## src/rtl/adc_seq_pkg.sv

```systemverilog
// Purpose: Shared constants for the converter sequencer and power control
// Assumes: core_clk at 100 MHz
// Notes: Control word bit positions, mode codes and timing counts
package adc_seq_pkg;
    localparam int CTRL_W = 12;
    localparam int XFER_W = 16;
    localparam int DATA_W = 12;
    localparam int CH_W = 3;
    localparam int NUM_CH = 8;
    localparam int CNT_W = 5;
    localparam logic [CNT_W-1:0] XFER_CLKS = 5'h10;
    localparam logic [CNT_W-1:0] LAST_SHIFT = 5'h0f;
    localparam logic [CNT_W-1:0] TRACK_FALL = 5'h0d;
    localparam int WRITE_POS = 11;
    localparam int SEQ_POS = 10;
    localparam int ADDR_MSB = 9;
    localparam int ADDR_LSB = 7;
    localparam int PM_HI_POS = 6;
    localparam int PM_LO_POS = 5;
    localparam int SHADOW_POS = 4;
    localparam int RANGE_POS = 1;
    localparam int CODING_POS = 0;
    localparam int MASK_LSB = 0;
    localparam logic [CTRL_W-1:0] CTRL_RESET = 12'h060;
    localparam logic [NUM_CH-1:0] MASK_RESET = 8'h00;
    localparam logic [1:0] PM_NORMAL = 2'h3;
    localparam logic [1:0] PM_FULL = 2'h2;
    localparam logic [1:0] PM_AUTO = 2'h1;
    localparam logic [1:0] SQ_KEEP = 2'h2;
    localparam logic [1:0] SQ_SHADOW = 2'h1;
    localparam logic [1:0] SQ_CONSEC = 2'h3;
    localparam logic [CH_W-1:0] CH_ZERO = 3'h0;
    localparam logic [CH_W-1:0] CH_TOP = 3'h7;
    localparam int CLK_PERIOD_NS = 10;
    localparam int WAKE_INTERVAL_NS = 1000;
    localparam int WAKE_CYCLES = (WAKE_INTERVAL_NS + CLK_PERIOD_NS - 1) / CLK_PERIOD_NS;
    localparam int FIFO_DEPTH = 4;
    typedef enum logic [1:0] {
        SEQ_OFF = 2'b00,
        SEQ_MASK = 2'b01,
        SEQ_CONSEC = 2'b10
    } seq_mode_t;
endpackage : adc_seq_pkg

```

## src/rtl/adc_seq_ctrl.sv

```systemverilog
// Purpose: Sequencer, control word, result word and power control of an eight-input converter
// Assumes: cs_n, sclk and din come from an outside host; adc_data is on core_clk
// Notes: Serial pins are synchronised and their edges found on core_clk
// Function
// - Address field selects converted input channel
// - Mask sequencing converts flagged channels ascending
// - After highest flagged channel, wrap to lowest
// - Write bit low leaves control word unchanged
// - Only sequence bits 1,0 keep sequence running
// - Bits 1,1 convert channel zero up to address
// - Consecutive sequence restarts at zero after last
// - Word is zero, channel, twelve result bits
// - Range bit selects single or double span
// - Chip select fall starts conversion, holds sample
// - First twelve bits load control word
// - After shadow request, low eight of sixteen bits load mask
// - Both power bits one keep device powered
// - Sixteen clocks; track again on fourteenth fall, except when loading mask
// - Power bits 1,0 shut down, keep control
// - Wake from shutdown starts at chip select rise
// - Wake transfer needs sixteen clocks, output undriven
// - Power bits 0,1 sleep after each conversion
// - Early chip select rise aborts, control unchanged
// - Lowest control bit selects two's complement coding
// - Output released on sixteenth falling clock edge
`timescale 1ns/1ps

module result_fifo #(
    parameter int WIDTH = 16,
    parameter int DEPTH = 4
) (
    input wire logic core_clk,
    input wire logic rst_n,
    input wire logic in_valid,
    input wire logic [WIDTH-1:0] in_data,
    output logic in_ready,
    output logic out_valid,
    output logic [WIDTH-1:0] out_data,
    input wire logic out_ready
);
    localparam int AW = (DEPTH > 1) ? $clog2(DEPTH) : 1;
    localparam logic [AW:0] FULL_CNT = (AW + 1)'(DEPTH);
    localparam logic [AW-1:0] LAST_PTR = AW'(DEPTH - 1);
    logic [WIDTH-1:0] mem [DEPTH];
    logic [AW-1:0] wr_ptr;
    logic [AW-1:0] rd_ptr;
    logic [AW:0] count;
    wire push = in_valid & in_ready;
    wire pop = out_valid & out_ready;

    assign in_ready = (count != FULL_CNT);
    assign out_valid = (count != '0);
    assign out_data = mem[rd_ptr];

    always_ff @(posedge core_clk) begin
        if (push) begin
            mem[wr_ptr] <= in_data;
        end
    end

    always_ff @(posedge core_clk or negedge rst_n) begin
        if (!rst_n) begin
            wr_ptr <= '0;
            rd_ptr <= '0;
            count <= '0;
        end else begin
            if (push) begin
                wr_ptr <= (wr_ptr == LAST_PTR) ? '0 : wr_ptr + 1'b1;
            end
            if (pop) begin
                rd_ptr <= (rd_ptr == LAST_PTR) ? '0 : rd_ptr + 1'b1;
            end
            if (push && !pop) begin
                count <= count + 1'b1;
            end else if (pop && !push) begin
                count <= count - 1'b1;
            end
        end
    end
endmodule : result_fifo

module adc_seq_ctrl #(
    parameter int WAKE_CYC = adc_seq_pkg::WAKE_CYCLES,
    parameter int DEPTH = adc_seq_pkg::FIFO_DEPTH
) (
    input wire logic core_clk,
    input wire logic rst_n,
    input wire logic cs_n,
    input wire logic sclk,
    input wire logic din,
    input wire logic [11:0] adc_data,
    output logic dout,
    output logic dout_oe,
    output logic [2:0] channel_sel,
    output logic sample_hold,
    output logic conv_start,
    output logic span_double,
    output logic coding_twos,
    output logic powered_down,
    output logic waking,
    output logic [15:0] result_word,
    output logic result_valid,
    input wire logic result_ready,
    output logic result_overrun
);
    function automatic logic [2:0] next_flag(input logic [7:0] m, input logic [2:0] cur);
        logic [2:0] c;
        logic found;
        c = cur;
        found = 1'b0;
        next_flag = cur;
        for (int k = 1; k <= 8; k++) begin
            c = cur + 3'(k);
            if (m[c] && !found) begin
                next_flag = c;
                found = 1'b1;
            end
        end
    endfunction : next_flag

    logic [2:0] cs_s;
    logic [2:0] sclk_s;
    logic [1:0] din_s;
    logic in_xfer;
    logic [4:0] fall_cnt;
    logic [4:0] rise_cnt;
    logic [15:0] rx_sr;
    logic [15:0] tx_sr;
    logic [15:0] cap_word;
    logic [11:0] ctrl;
    logic [7:0] mask;
    logic [2:0] ptr;
    logic [2:0] last_ch;
    adc_seq_pkg::seq_mode_t mode;
    logic shadow_load;
    logic wake_xfer;
    logic [15:0] wake_cnt;
    logic pend;
    logic [15:0] pend_word;
    logic fifo_ready;

    wire cs_fall = cs_s[2] & ~cs_s[1];
    wire cs_rise = ~cs_s[2] & cs_s[1];
    wire sclk_fall = in_xfer & sclk_s[2] & ~sclk_s[1];
    wire sclk_rise = in_xfer & ~sclk_s[2] & sclk_s[1];
    wire full_len = (fall_cnt == adc_seq_pkg::XFER_CLKS) & (rise_cnt == adc_seq_pkg::XFER_CLKS);
    wire complete = cs_rise & in_xfer & full_len;
    wire abort = cs_rise & in_xfer & ~full_len;
    wire [11:0] rx_ctl = rx_sr[15:4];
    wire [7:0] rx_mask = rx_sr[adc_seq_pkg::MASK_LSB +: 8];
    wire mask_wr = complete & shadow_load;
    wire ctl_wr = complete & ~shadow_load & rx_ctl[adc_seq_pkg::WRITE_POS];
    wire [1:0] rx_sq = {rx_ctl[adc_seq_pkg::SEQ_POS], rx_ctl[adc_seq_pkg::SHADOW_POS]};
    wire [2:0] rx_addr = rx_ctl[adc_seq_pkg::ADDR_MSB:adc_seq_pkg::ADDR_LSB];
    wire [1:0] pm = {ctrl[adc_seq_pkg::PM_HI_POS], ctrl[adc_seq_pkg::PM_LO_POS]};
    wire [1:0] new_pm = ctl_wr ? {rx_ctl[adc_seq_pkg::PM_HI_POS], rx_ctl[adc_seq_pkg::PM_LO_POS]} : pm;
    wire [2:0] addr = ctrl[adc_seq_pkg::ADDR_MSB:adc_seq_pkg::ADDR_LSB];
    wire [2:0] conv_ch = (mode == adc_seq_pkg::SEQ_OFF) ? addr : ptr;
    wire [2:0] next_ptr = (mode == adc_seq_pkg::SEQ_MASK) ? next_flag(mask, ptr) :
        ((ptr == last_ch) ? adc_seq_pkg::CH_ZERO : ptr + 3'h1);
    wire [11:0] coded = coding_twos ? {~adc_data[11], adc_data[10:0]} : adc_data;
    wire [15:0] new_word = {1'b0, conv_ch, coded};
    wire go_down = (new_pm == adc_seq_pkg::PM_FULL) | (new_pm == adc_seq_pkg::PM_AUTO);
    wire push = pend & fifo_ready;

    assign span_double = ~ctrl[adc_seq_pkg::RANGE_POS];
    assign coding_twos = ctrl[adc_seq_pkg::CODING_POS];
    assign waking = (wake_cnt != '0);

    // Pin synchronisers
    always_ff @(posedge core_clk or negedge rst_n) begin
        if (!rst_n) begin
            cs_s <= 3'h7;
            sclk_s <= 3'h7;
            din_s <= 2'h0;
        end else begin
            cs_s <= {cs_s[1:0], cs_n};
            sclk_s <= {sclk_s[1:0], sclk};
            din_s <= {din_s[0], din};
        end
    end

    // Serial framing and receive shift
    always_ff @(posedge core_clk or negedge rst_n) begin
        if (!rst_n) begin
            in_xfer <= 1'b0;
            fall_cnt <= '0;
            rise_cnt <= '0;
            rx_sr <= '0;
        end else if (cs_fall) begin
            in_xfer <= 1'b1;
            fall_cnt <= '0;
            rise_cnt <= '0;
        end else begin
            if (cs_rise) begin
                in_xfer <= 1'b0;
            end
            if (sclk_fall && fall_cnt != adc_seq_pkg::XFER_CLKS) begin
                fall_cnt <= fall_cnt + 5'h1;
            end
            if (sclk_rise && rise_cnt != adc_seq_pkg::XFER_CLKS) begin
                rise_cnt <= rise_cnt + 5'h1;
                rx_sr <= {rx_sr[14:0], din_s[1]};
            end
        end
    end

    // Result word out, one bit per falling serial edge
    always_ff @(posedge core_clk or negedge rst_n) begin
        if (!rst_n) begin
            tx_sr <= '0;
            cap_word <= '0;
            dout <= 1'b0;
            dout_oe <= 1'b0;
            channel_sel <= adc_seq_pkg::CH_ZERO;
        end else if (cs_fall) begin
            tx_sr <= new_word;
            cap_word <= new_word;
            channel_sel <= conv_ch;
            dout <= 1'b0;
            dout_oe <= ~(powered_down & (pm == adc_seq_pkg::PM_FULL));
        end else if (cs_rise) begin
            dout_oe <= 1'b0;
        end else if (sclk_fall) begin
            dout <= tx_sr[14];
            tx_sr <= {tx_sr[14:0], 1'b0};
            if (fall_cnt == adc_seq_pkg::LAST_SHIFT) begin
                dout_oe <= 1'b0;
            end
        end
    end

    // Track and hold, conversion start
    always_ff @(posedge core_clk or negedge rst_n) begin
        if (!rst_n) begin
            sample_hold <= 1'b0;
            conv_start <= 1'b0;
        end else begin
            conv_start <= cs_fall;
            if (cs_fall) begin
                sample_hold <= 1'b1;
            end else if (sclk_fall && fall_cnt == adc_seq_pkg::TRACK_FALL && !shadow_load) begin
                sample_hold <= 1'b0;
            end else if (complete) begin
                sample_hold <= go_down;
            end else if (abort) begin
                sample_hold <= powered_down;
            end
        end
    end

    // Control word, mask and sequencer
    always_ff @(posedge core_clk or negedge rst_n) begin
        if (!rst_n) begin
            ctrl <= adc_seq_pkg::CTRL_RESET;
            mask <= adc_seq_pkg::MASK_RESET;
            ptr <= adc_seq_pkg::CH_ZERO;
            last_ch <= adc_seq_pkg::CH_ZERO;
            mode <= adc_seq_pkg::SEQ_OFF;
            shadow_load <= 1'b0;
        end else if (cs_fall) begin
            if (mode != adc_seq_pkg::SEQ_OFF) begin
                ptr <= next_ptr;
            end
        end else if (mask_wr) begin
            mask <= rx_mask;
            shadow_load <= 1'b0;
            ptr <= next_flag(rx_mask, adc_seq_pkg::CH_TOP);
            mode <= (rx_mask != '0) ? adc_seq_pkg::SEQ_MASK : adc_seq_pkg::SEQ_OFF;
        end else if (ctl_wr) begin
            ctrl <= rx_ctl;
            case (rx_sq)
                adc_seq_pkg::SQ_KEEP: begin
                    mode <= mode;
                end
                adc_seq_pkg::SQ_SHADOW: begin
                    mode <= adc_seq_pkg::SEQ_OFF;
                    shadow_load <= 1'b1;
                end
                adc_seq_pkg::SQ_CONSEC: begin
                    mode <= adc_seq_pkg::SEQ_CONSEC;
                    last_ch <= rx_addr;
                    ptr <= adc_seq_pkg::CH_ZERO;
                end
                default: begin
                    mode <= adc_seq_pkg::SEQ_OFF;
                end
            endcase
        end
    end

    // Power modes and wake interval
    always_ff @(posedge core_clk or negedge rst_n) begin
        if (!rst_n) begin
            powered_down <= 1'b0;
            wake_xfer <= 1'b0;
            wake_cnt <= '0;
        end else begin
            if (cs_fall) begin
                wake_xfer <= powered_down & (pm == adc_seq_pkg::PM_FULL);
            end
            if (cs_fall && powered_down && pm == adc_seq_pkg::PM_AUTO) begin
                powered_down <= 1'b0;
                wake_cnt <= 16'(WAKE_CYC);
            end else if (complete && go_down) begin
                powered_down <= 1'b1;
                wake_cnt <= '0;
            end else if (complete && powered_down) begin
                powered_down <= 1'b0;
                wake_cnt <= 16'(WAKE_CYC);
            end else if (wake_cnt != '0) begin
                wake_cnt <= wake_cnt - 16'h1;
            end
        end
    end

    // Completed words queue toward the user side
    always_ff @(posedge core_clk or negedge rst_n) begin
        if (!rst_n) begin
            pend <= 1'b0;
            pend_word <= '0;
            result_overrun <= 1'b0;
        end else begin
            result_overrun <= complete & ~wake_xfer & pend & ~push;
            if (complete && !wake_xfer && (!pend || push)) begin
                pend <= 1'b1;
                pend_word <= cap_word;
            end else if (push) begin
                pend <= 1'b0;
            end
        end
    end

    result_fifo #(
        .WIDTH(adc_seq_pkg::XFER_W),
        .DEPTH(DEPTH)
    ) u_fifo (
        .core_clk(core_clk),
        .rst_n(rst_n),
        .in_valid(pend),
        .in_data(pend_word),
        .in_ready(fifo_ready),
        .out_valid(result_valid),
        .out_data(result_word),
        .out_ready(result_ready)
    );
endmodule : adc_seq_ctrl

```

## config.mk

```make
export PLATFORM = sky130hd
export DESIGN_NAME = adc_seq_ctrl
export DESIGN_NICKNAME = d
export VERILOG_FILES = /design/src/rtl/adc_seq_pkg.sv /design/src/rtl/adc_seq_ctrl.sv
export SDC_FILE = /design/constraint.sdc
export NUM_CORES = 1
export LEC_CHECK = 0
export ABC_AREA = 1
export ABC_CLOCK_PERIOD_IN_PS = 2710
export BUFFER_PORTS_ARGS = -buffer_cell sky130_fd_sc_hd__buf_2
export CAP_MARGIN = 15
export CORE_UTILIZATION = 46
export DETAILED_ROUTE_END_ITERATION = 10
export PLACE_DENSITY = 0.72
export RECOVER_POWER = 50
export SLEW_MARGIN = 20
export SYNTH_ARGS = -nofsm -noshare
export SYNTH_HDL_FRONTEND = slang
export SYNTH_SLANG_ARGS = --single-unit
```

## constraint.sdc

```tcl
create_clock -name core_clk -period 2.71 [get_ports core_clk]
set_clock_uncertainty 0.2 [all_clocks]
set_input_delay 0.1355 -clock core_clk [delete_from_list [all_inputs] [get_ports core_clk]]
set_output_delay 0.1355 -clock core_clk [all_outputs]
set_load 0.02 [all_outputs]
```

### Word-level counts from Yosys, hierarchy flattened

Memories as Yosys holds them, arrays and structs flattened.
Cells that the tools add are included.

* bits in writable memories: 60
* output and inout bits: 29
* bits of input ports: 18
* logic and storage cells: 295
* flip-flop bits (word level): 141
* memories kept: 1

Memories
* u_fifo.mem: depth 4, bits a word 15, read ports 1, clocked after memory_dff 0, write ports 1, line adc_seq_ctrl.sv:44 `logic [WIDTH-1:0] mem [DEPTH];`

* muxes and demuxes: 112
* add/sub/neg operators: 14
* bitwise operators: 33
* reduce and logical (&&, ||, !) cells: 75
* $lt $le $gt $ge: 8
* eq/ne operators: 23

Operators by type and width (number)
* 2-to-1 mux 3 bit: 26
* 2-to-1 mux 16 bit: 4
* 2-to-1 mux 1 bit: 60
* 2-to-1 mux 15 bit: 3
* less-than comparator 3 x 4 -> 1 bit (second input constant): 8
* logical AND 1 bit: 26
* binary-select mux 1 bit (select 3 bit): 8
* 2-to-1 mux 5 bit: 4
* AND 1 bit: 19
* zero test 1 bit: 19
* nonzero test 2 bit: 9
* nonzero test 3 bit: 6
* nonzero test 16 bit: 1
* subtractor 16 x 1 -> 16 bit (second input constant): 1
* inverter 1 bit: 13
* adder 3 bit (second input constant): 4
* == test 2 bit (second input constant): 6
* 2-to-1 mux 12 bit: 1
* adder 5 x 1 -> 5 bit (second input constant): 2
* == test 5 x 4 -> 1 bit (second input constant): 2
* == test 5 bit (second input constant): 2
* 2-to-1 mux 2 bit: 5
* inequality test 5 bit (second input constant): 2
* inequality test 9 x 2 -> 1 bit (second input constant): 1
* other kinds (19): 33

### Logic depth before layout (Yosys ltp)

* word-level depth: 42
* gate-level depth with buffers: 18
* gate-level depth less buffers: 17

### By module

A second synthesis with hierarchy kept.

* cells, all modules: 1014
* area, all modules: 9590.4 um2

By module, submodules not included
* adc_seq_ctrl: area an instance 6349.8 um2, sequential area each 3213.1 um2, instances 1, cells an instance 769
* result_fifo: area an instance 3240.6 um2, sequential area each 2097.0 um2, instances 1, cells an instance 245

### Least setup slack after synthesis

No wires, ideal clock.

* kind: reg2reg
* start: register ptr[0]
* end: register ptr[1]
* data arrival time: 2.036 ns
* slack: 0.354 ns
* period minus slack after synthesis: 2.356 ns
* stages on the path, launching flop included: 18
* required time: 2.390 ns
* cells stage by stage: dfrtp_1 -> inv_2 -> buf_6 -> ha_1 -> inv_1 -> nand3_1 -> nand2_1 -> nand2_1 -> nand2_2 -> nand2_4 -> nor2_8 -> nand3_2 -> o21ai_0 -> inv_1 -> nand2_1 -> nand2_1 -> nand2_1 -> a21oi_2

* word-level cells in the longest chain between the ends: 26

RTL lines
* start: declaration: line adc_seq_ctrl.sv:132 `logic [2:0] ptr;`
* start signal: assignment: line adc_seq_ctrl.sv:257 `ptr <= adc_seq_pkg::CH_ZERO;`
* start signal: assignment: line adc_seq_ctrl.sv:263 `ptr <= next_ptr;`
* start signal: assignment: line adc_seq_ctrl.sv:268 `ptr <= next_flag(rx_mask, adc_seq_pkg::CH_TOP);`
* adder 3 x 1 -> 3 bit: line adc_seq_ctrl.sv:113, adc_seq_ctrl.sv:160
* binary-select mux 1 bit (select 3 bit): line adc_seq_ctrl.sv:114 `if (m[c] && !found) begin`
* 2-to-1 mux 1 bit (not written as such): line adc_seq_ctrl.sv:114
* 2-to-1 mux 1 bit: line adc_seq_ctrl.sv:114
* zero test 1 bit: line adc_seq_ctrl.sv:114
* logical AND 1 bit: line adc_seq_ctrl.sv:114
* 2-to-1 mux 1 bit: line adc_seq_ctrl.sv:114
* zero test 1 bit: line adc_seq_ctrl.sv:114
* (+10 left out)
* 2-to-1 mux 1 bit: line adc_seq_ctrl.sv:114
* zero test 1 bit: line adc_seq_ctrl.sv:114
* logical AND 1 bit: line adc_seq_ctrl.sv:114
* 2-to-1 mux 1 bit / 2-to-1 mux 3 bit (equally long branches): line adc_seq_ctrl.sv:114
* zero test 1 bit / 2-to-1 mux 3 bit (equally long branches): line adc_seq_ctrl.sv:114
* logical AND 1 bit / 2-to-1 mux 3 bit (equally long branches): line adc_seq_ctrl.sv:114, adc_seq_ctrl.sv:159
* inequality test 3 bit (no source line) / 2-to-1 mux 3 bit (equally long branches)
* AND reduction 5 bit (no source line) / 2-to-1 mux 3 bit (equally long branches)

Several ways; a longest one is shown, not always the timed one. The select of a mux whose other input is x is not followed.
A chain may end at the register's enable or synchronous reset.

### Final worst setup path

* start: register wake_cnt[0]
* end: output waking

* word-level cells in the longest chain between the ends: 1

RTL lines
* start: declaration: line adc_seq_ctrl.sv:137 `logic [15:0] wake_cnt;`
* start signal: assignment: line adc_seq_ctrl.sv:304 `wake_cnt <= 16'(WAKE_CYC);`
* start signal: assignment: line adc_seq_ctrl.sv:310 `wake_cnt <= 16'(WAKE_CYC);`
* start signal: assignment: line adc_seq_ctrl.sv:312 `wake_cnt <= wake_cnt - 16'h1;`
* nonzero test 16 bit: line adc_seq_ctrl.sv:168 `assign waking = (wake_cnt != '0);`
* end: declaration: line adc_seq_ctrl.sv:100 `output logic waking,`

No other way between the ends.

==> impl_metrics.ini <==
[pwr]
leakage_nw = 4.410
irDropWorstVdd_uv = 595.5
totalPowerFinal_mw = 7.053
powerDensity_mw_per_mm2 = 683.3

[drt]
drc = 0
via_per_inst = 5.133
drt_iter0_markers = 455
drt-wirelength-per-cell_um = 14.39
num_vias = 6663
dr.pass1.iters = 5
ant_nets = 0
routed_wl_mm = 18.68

[final_layout]
nets = 1062
area.growth.synth_to_final_pct = 15.02
drive_gt1_share_pct = 13.87
diodes = 0

[sta]
min_period_ns = 2.546
setup_tns_ns = 0
fin_ws_ns = 0.1637
setup_violations = 0
fin_crit_sh_pct = 93.96
tightest_slew_ns = 1.568
timing.final.hold_violations = 0
fmax_mhz = 392.7
rsz0062_at_grt = false
slew_headroom_pct = -4.546
slew_violations = 68
fin_hold_ws_ns = 0.1265

[min_path]
worstHoldPathType = in -> reg

[logic_synthesis]
synth_area_leader_cell = dfrtp_1
synth_area_per_cell_um2 = 9.406
seq_area_frac_synth_pct = 57.84
synth_ff_type = dfrtp_1
ys_top_cells_by_area = dfrtp_1 (35%), edfxtp_1 (20%), nand2_1 (7.4%)
synth_common_cells = nand2_1 (176), dfrtp_1 (127), o21ai_0 (123), inv_1 (106), nor2_1 (95)
synthArstFlopShare_pct = 69.23
synth-edff-count = 60
synth_area_mm2 = 0.008974
syn_inst = 954
yosysUniqueCellTypes = 49
synth_seq_cells = 195
yosysTopAreaCellShare_pct = 35.42
ys_warn_count = 0
synth.most_common_cell = nand2_1
syn_nets = 991

[clocking]
clk_pin_slew_worst_paths_ns = 0.08
htree_levels = 4
cts.path.max_buffers = 2
cts_made_buffers = 17
cts_tree = done
cts_root_buf = clkbuf_16
cts_sinks = 195
clk_latency_ns = 0.44

[worst_setup_path]
cp-end-kind = primary output
crit_path_start_kind = flop
path_class = reg -> out
cp.required_ns = 2.37
path_max_fanout = 3
arrival_ns = 2.21

[place]
place_congestion = 0.8994
port_buffers = 45
dp_hpwl_mm = 12.67
pre_cts_ws_ns = 0.2689

[global_route]
grt_overflow = 0
grt_pass1_wl_mm = 31.46
grt_start_max_net_pins = 68
grt_pass1_vias = 6384
antenna_found_initial = 0
grtUsageTotal_pct = 20.12

[die]
rows = 50
ios = 47
die_width_um = 141.7
dieArea_mm2 = 0.02007
core_mm2 = 0.01889
initial_core_util_pct = 47.50
fp.dieH_um = 141.7

[outcome]
violations = max-capacitance violations, max-slew violations
outcome = finished, violations left

[run]
max-cap-violations = 1
-- cell type report --
type | instances | area (um^2)
fill | 1681 | 8572
sequential | 195 | 5190
multi-input combinational | 610 | 3182
timing repair buffer | 88 | 575.6
clock buffer | 17 | 425.4
inverter | 113 | 424.2
tap | 260 | 325.3
clock inverter | 15 | 198.9
-- metrics by stage --
stage / std cells / utilization (%) / cell area [um^2]
after detailed placement: 1246 / 50.39 / 9520
final: 1298 / 54.63 / 10320
after global routing: 1298 / 54.63 / 10320
after CTS: 1295 / 54.60 / 10310
after global placement: 1246 / 50.39 / 9520
after floorplan: 954 / - / 8974
-- final timing paths --
kind                                           end  slack, ns  depth (start not counted)                     from
min                             din_s[0]$_DFF_PN0_       0.13                          2                      din
max in group asynchronous  wake_cnt[2]$_DFFE_PN0P_       0.56                          3                    rst_n
max reg2reg                     ptr[1]$_DFFE_PN0P_       0.23                          9        cs_s[1]$_DFF_PN1_
max                                         waking       0.16                         12  wake_cnt[0]$_DFFE_PN0P_
min in group asynchronous  rise_cnt[4]$_DFFE_PN0P_       0.43                          2                    rst_n
min reg2reg                     din_s[1]$_DFF_PN0_       0.16                          0       din_s[0]$_DFF_PN0_
-- worst max-delay path, cell delays in order (launching register included) --
cell and delay (ns):
dfrtp_1 0.38, inv_2 0.08, ha_2 0.18, nand2_2 0.08, nor2_4 0.12, inv_2 0.06, nor2_4 0.12, inv_2 0.04
nor2_2 0.09, inv_1 0.09, nor3_2 0.21, nand3_2 0.14, buf_4 0.18
-- cell families (layout without fill, tap and decap cells) --
| family | count (synthesis) | after routing | share of synthesized area [%] |
|---|---|---|---|
| AOI/OAI and AO/OA | 204 | 204 | 12.70 |
| adders and majority gates | 19 | 19 | 2.733 |
| other | 1 | 1 | 0.04179 |
| DFF | 195 | 195 | 57.84 |
| xor gates and xnor gates | 16 | 16 | 1.645 |
| buffers and inverters | 149 | 233 | 6.804 |
| and+or+nand+nor | 370 | 370 | 18.24 |
-- routing by layer --
metal | vias to the layer above | share of wire [%] | global-route usage [%]
li1 | 3329 | - | -
met1 | 3158 | 47 | 27.39
met2 | 150 | 47 | 32.46
met3 | 26 | 4.0 | 3.409
met4 | 0 | 1.9 | 7.470
met5 | - | 0 | 0
-- where the power goes --
group	total [mW]	switching, mW	internal [mW]
Sequential	3.29	0.109	3.18
Clock	2.61	1.31	1.30
Combinational	1.15	0.784	0.368
-- layout by cell type, fill, tap and decap left out, types with 4 or more instances in the layout --
cell type and n:
nand2_1 175, dfrtp_1 127, o21ai_0 123, inv_1 104, nor2_1 95, edfxtp_1 60
nand3_1 54, buf_2 33, a21oi_1 24, buf_4 24, o22ai_1 19, ha_1 17
clkbuf_16 17, dlygate4sd3_1 17, a31oi_1 15, clkbuf_1 10, nor3_1 9, inv_2 9
nand2_2 8, xor2_1 8, xnor2_1 7, inv_12 6, inv_8 6, dfstp_2 6
nand4_1 5, nor2_4 4, nor4_1 4, nor3_2 4
-- registers in the layout (all words and copies together), names as in the netlist, 5 cells and up --
signal,count
pend_word,15
ctrl,7
u_fifo.mem,60
rise_cnt,5
tx_sr,15
rx_sr,16
fall_cnt,5
cap_word,12
wake_cnt,16
mask,8
-- repair_timing --
action	CTS	global route
setup buffers	0	3
endpoints found under the hold margin	108	0
hold buffers	17	0
gates resized for setup	0	5
endpoints found under the setup margin	0	2
Power figures use the tool's default switching activity.
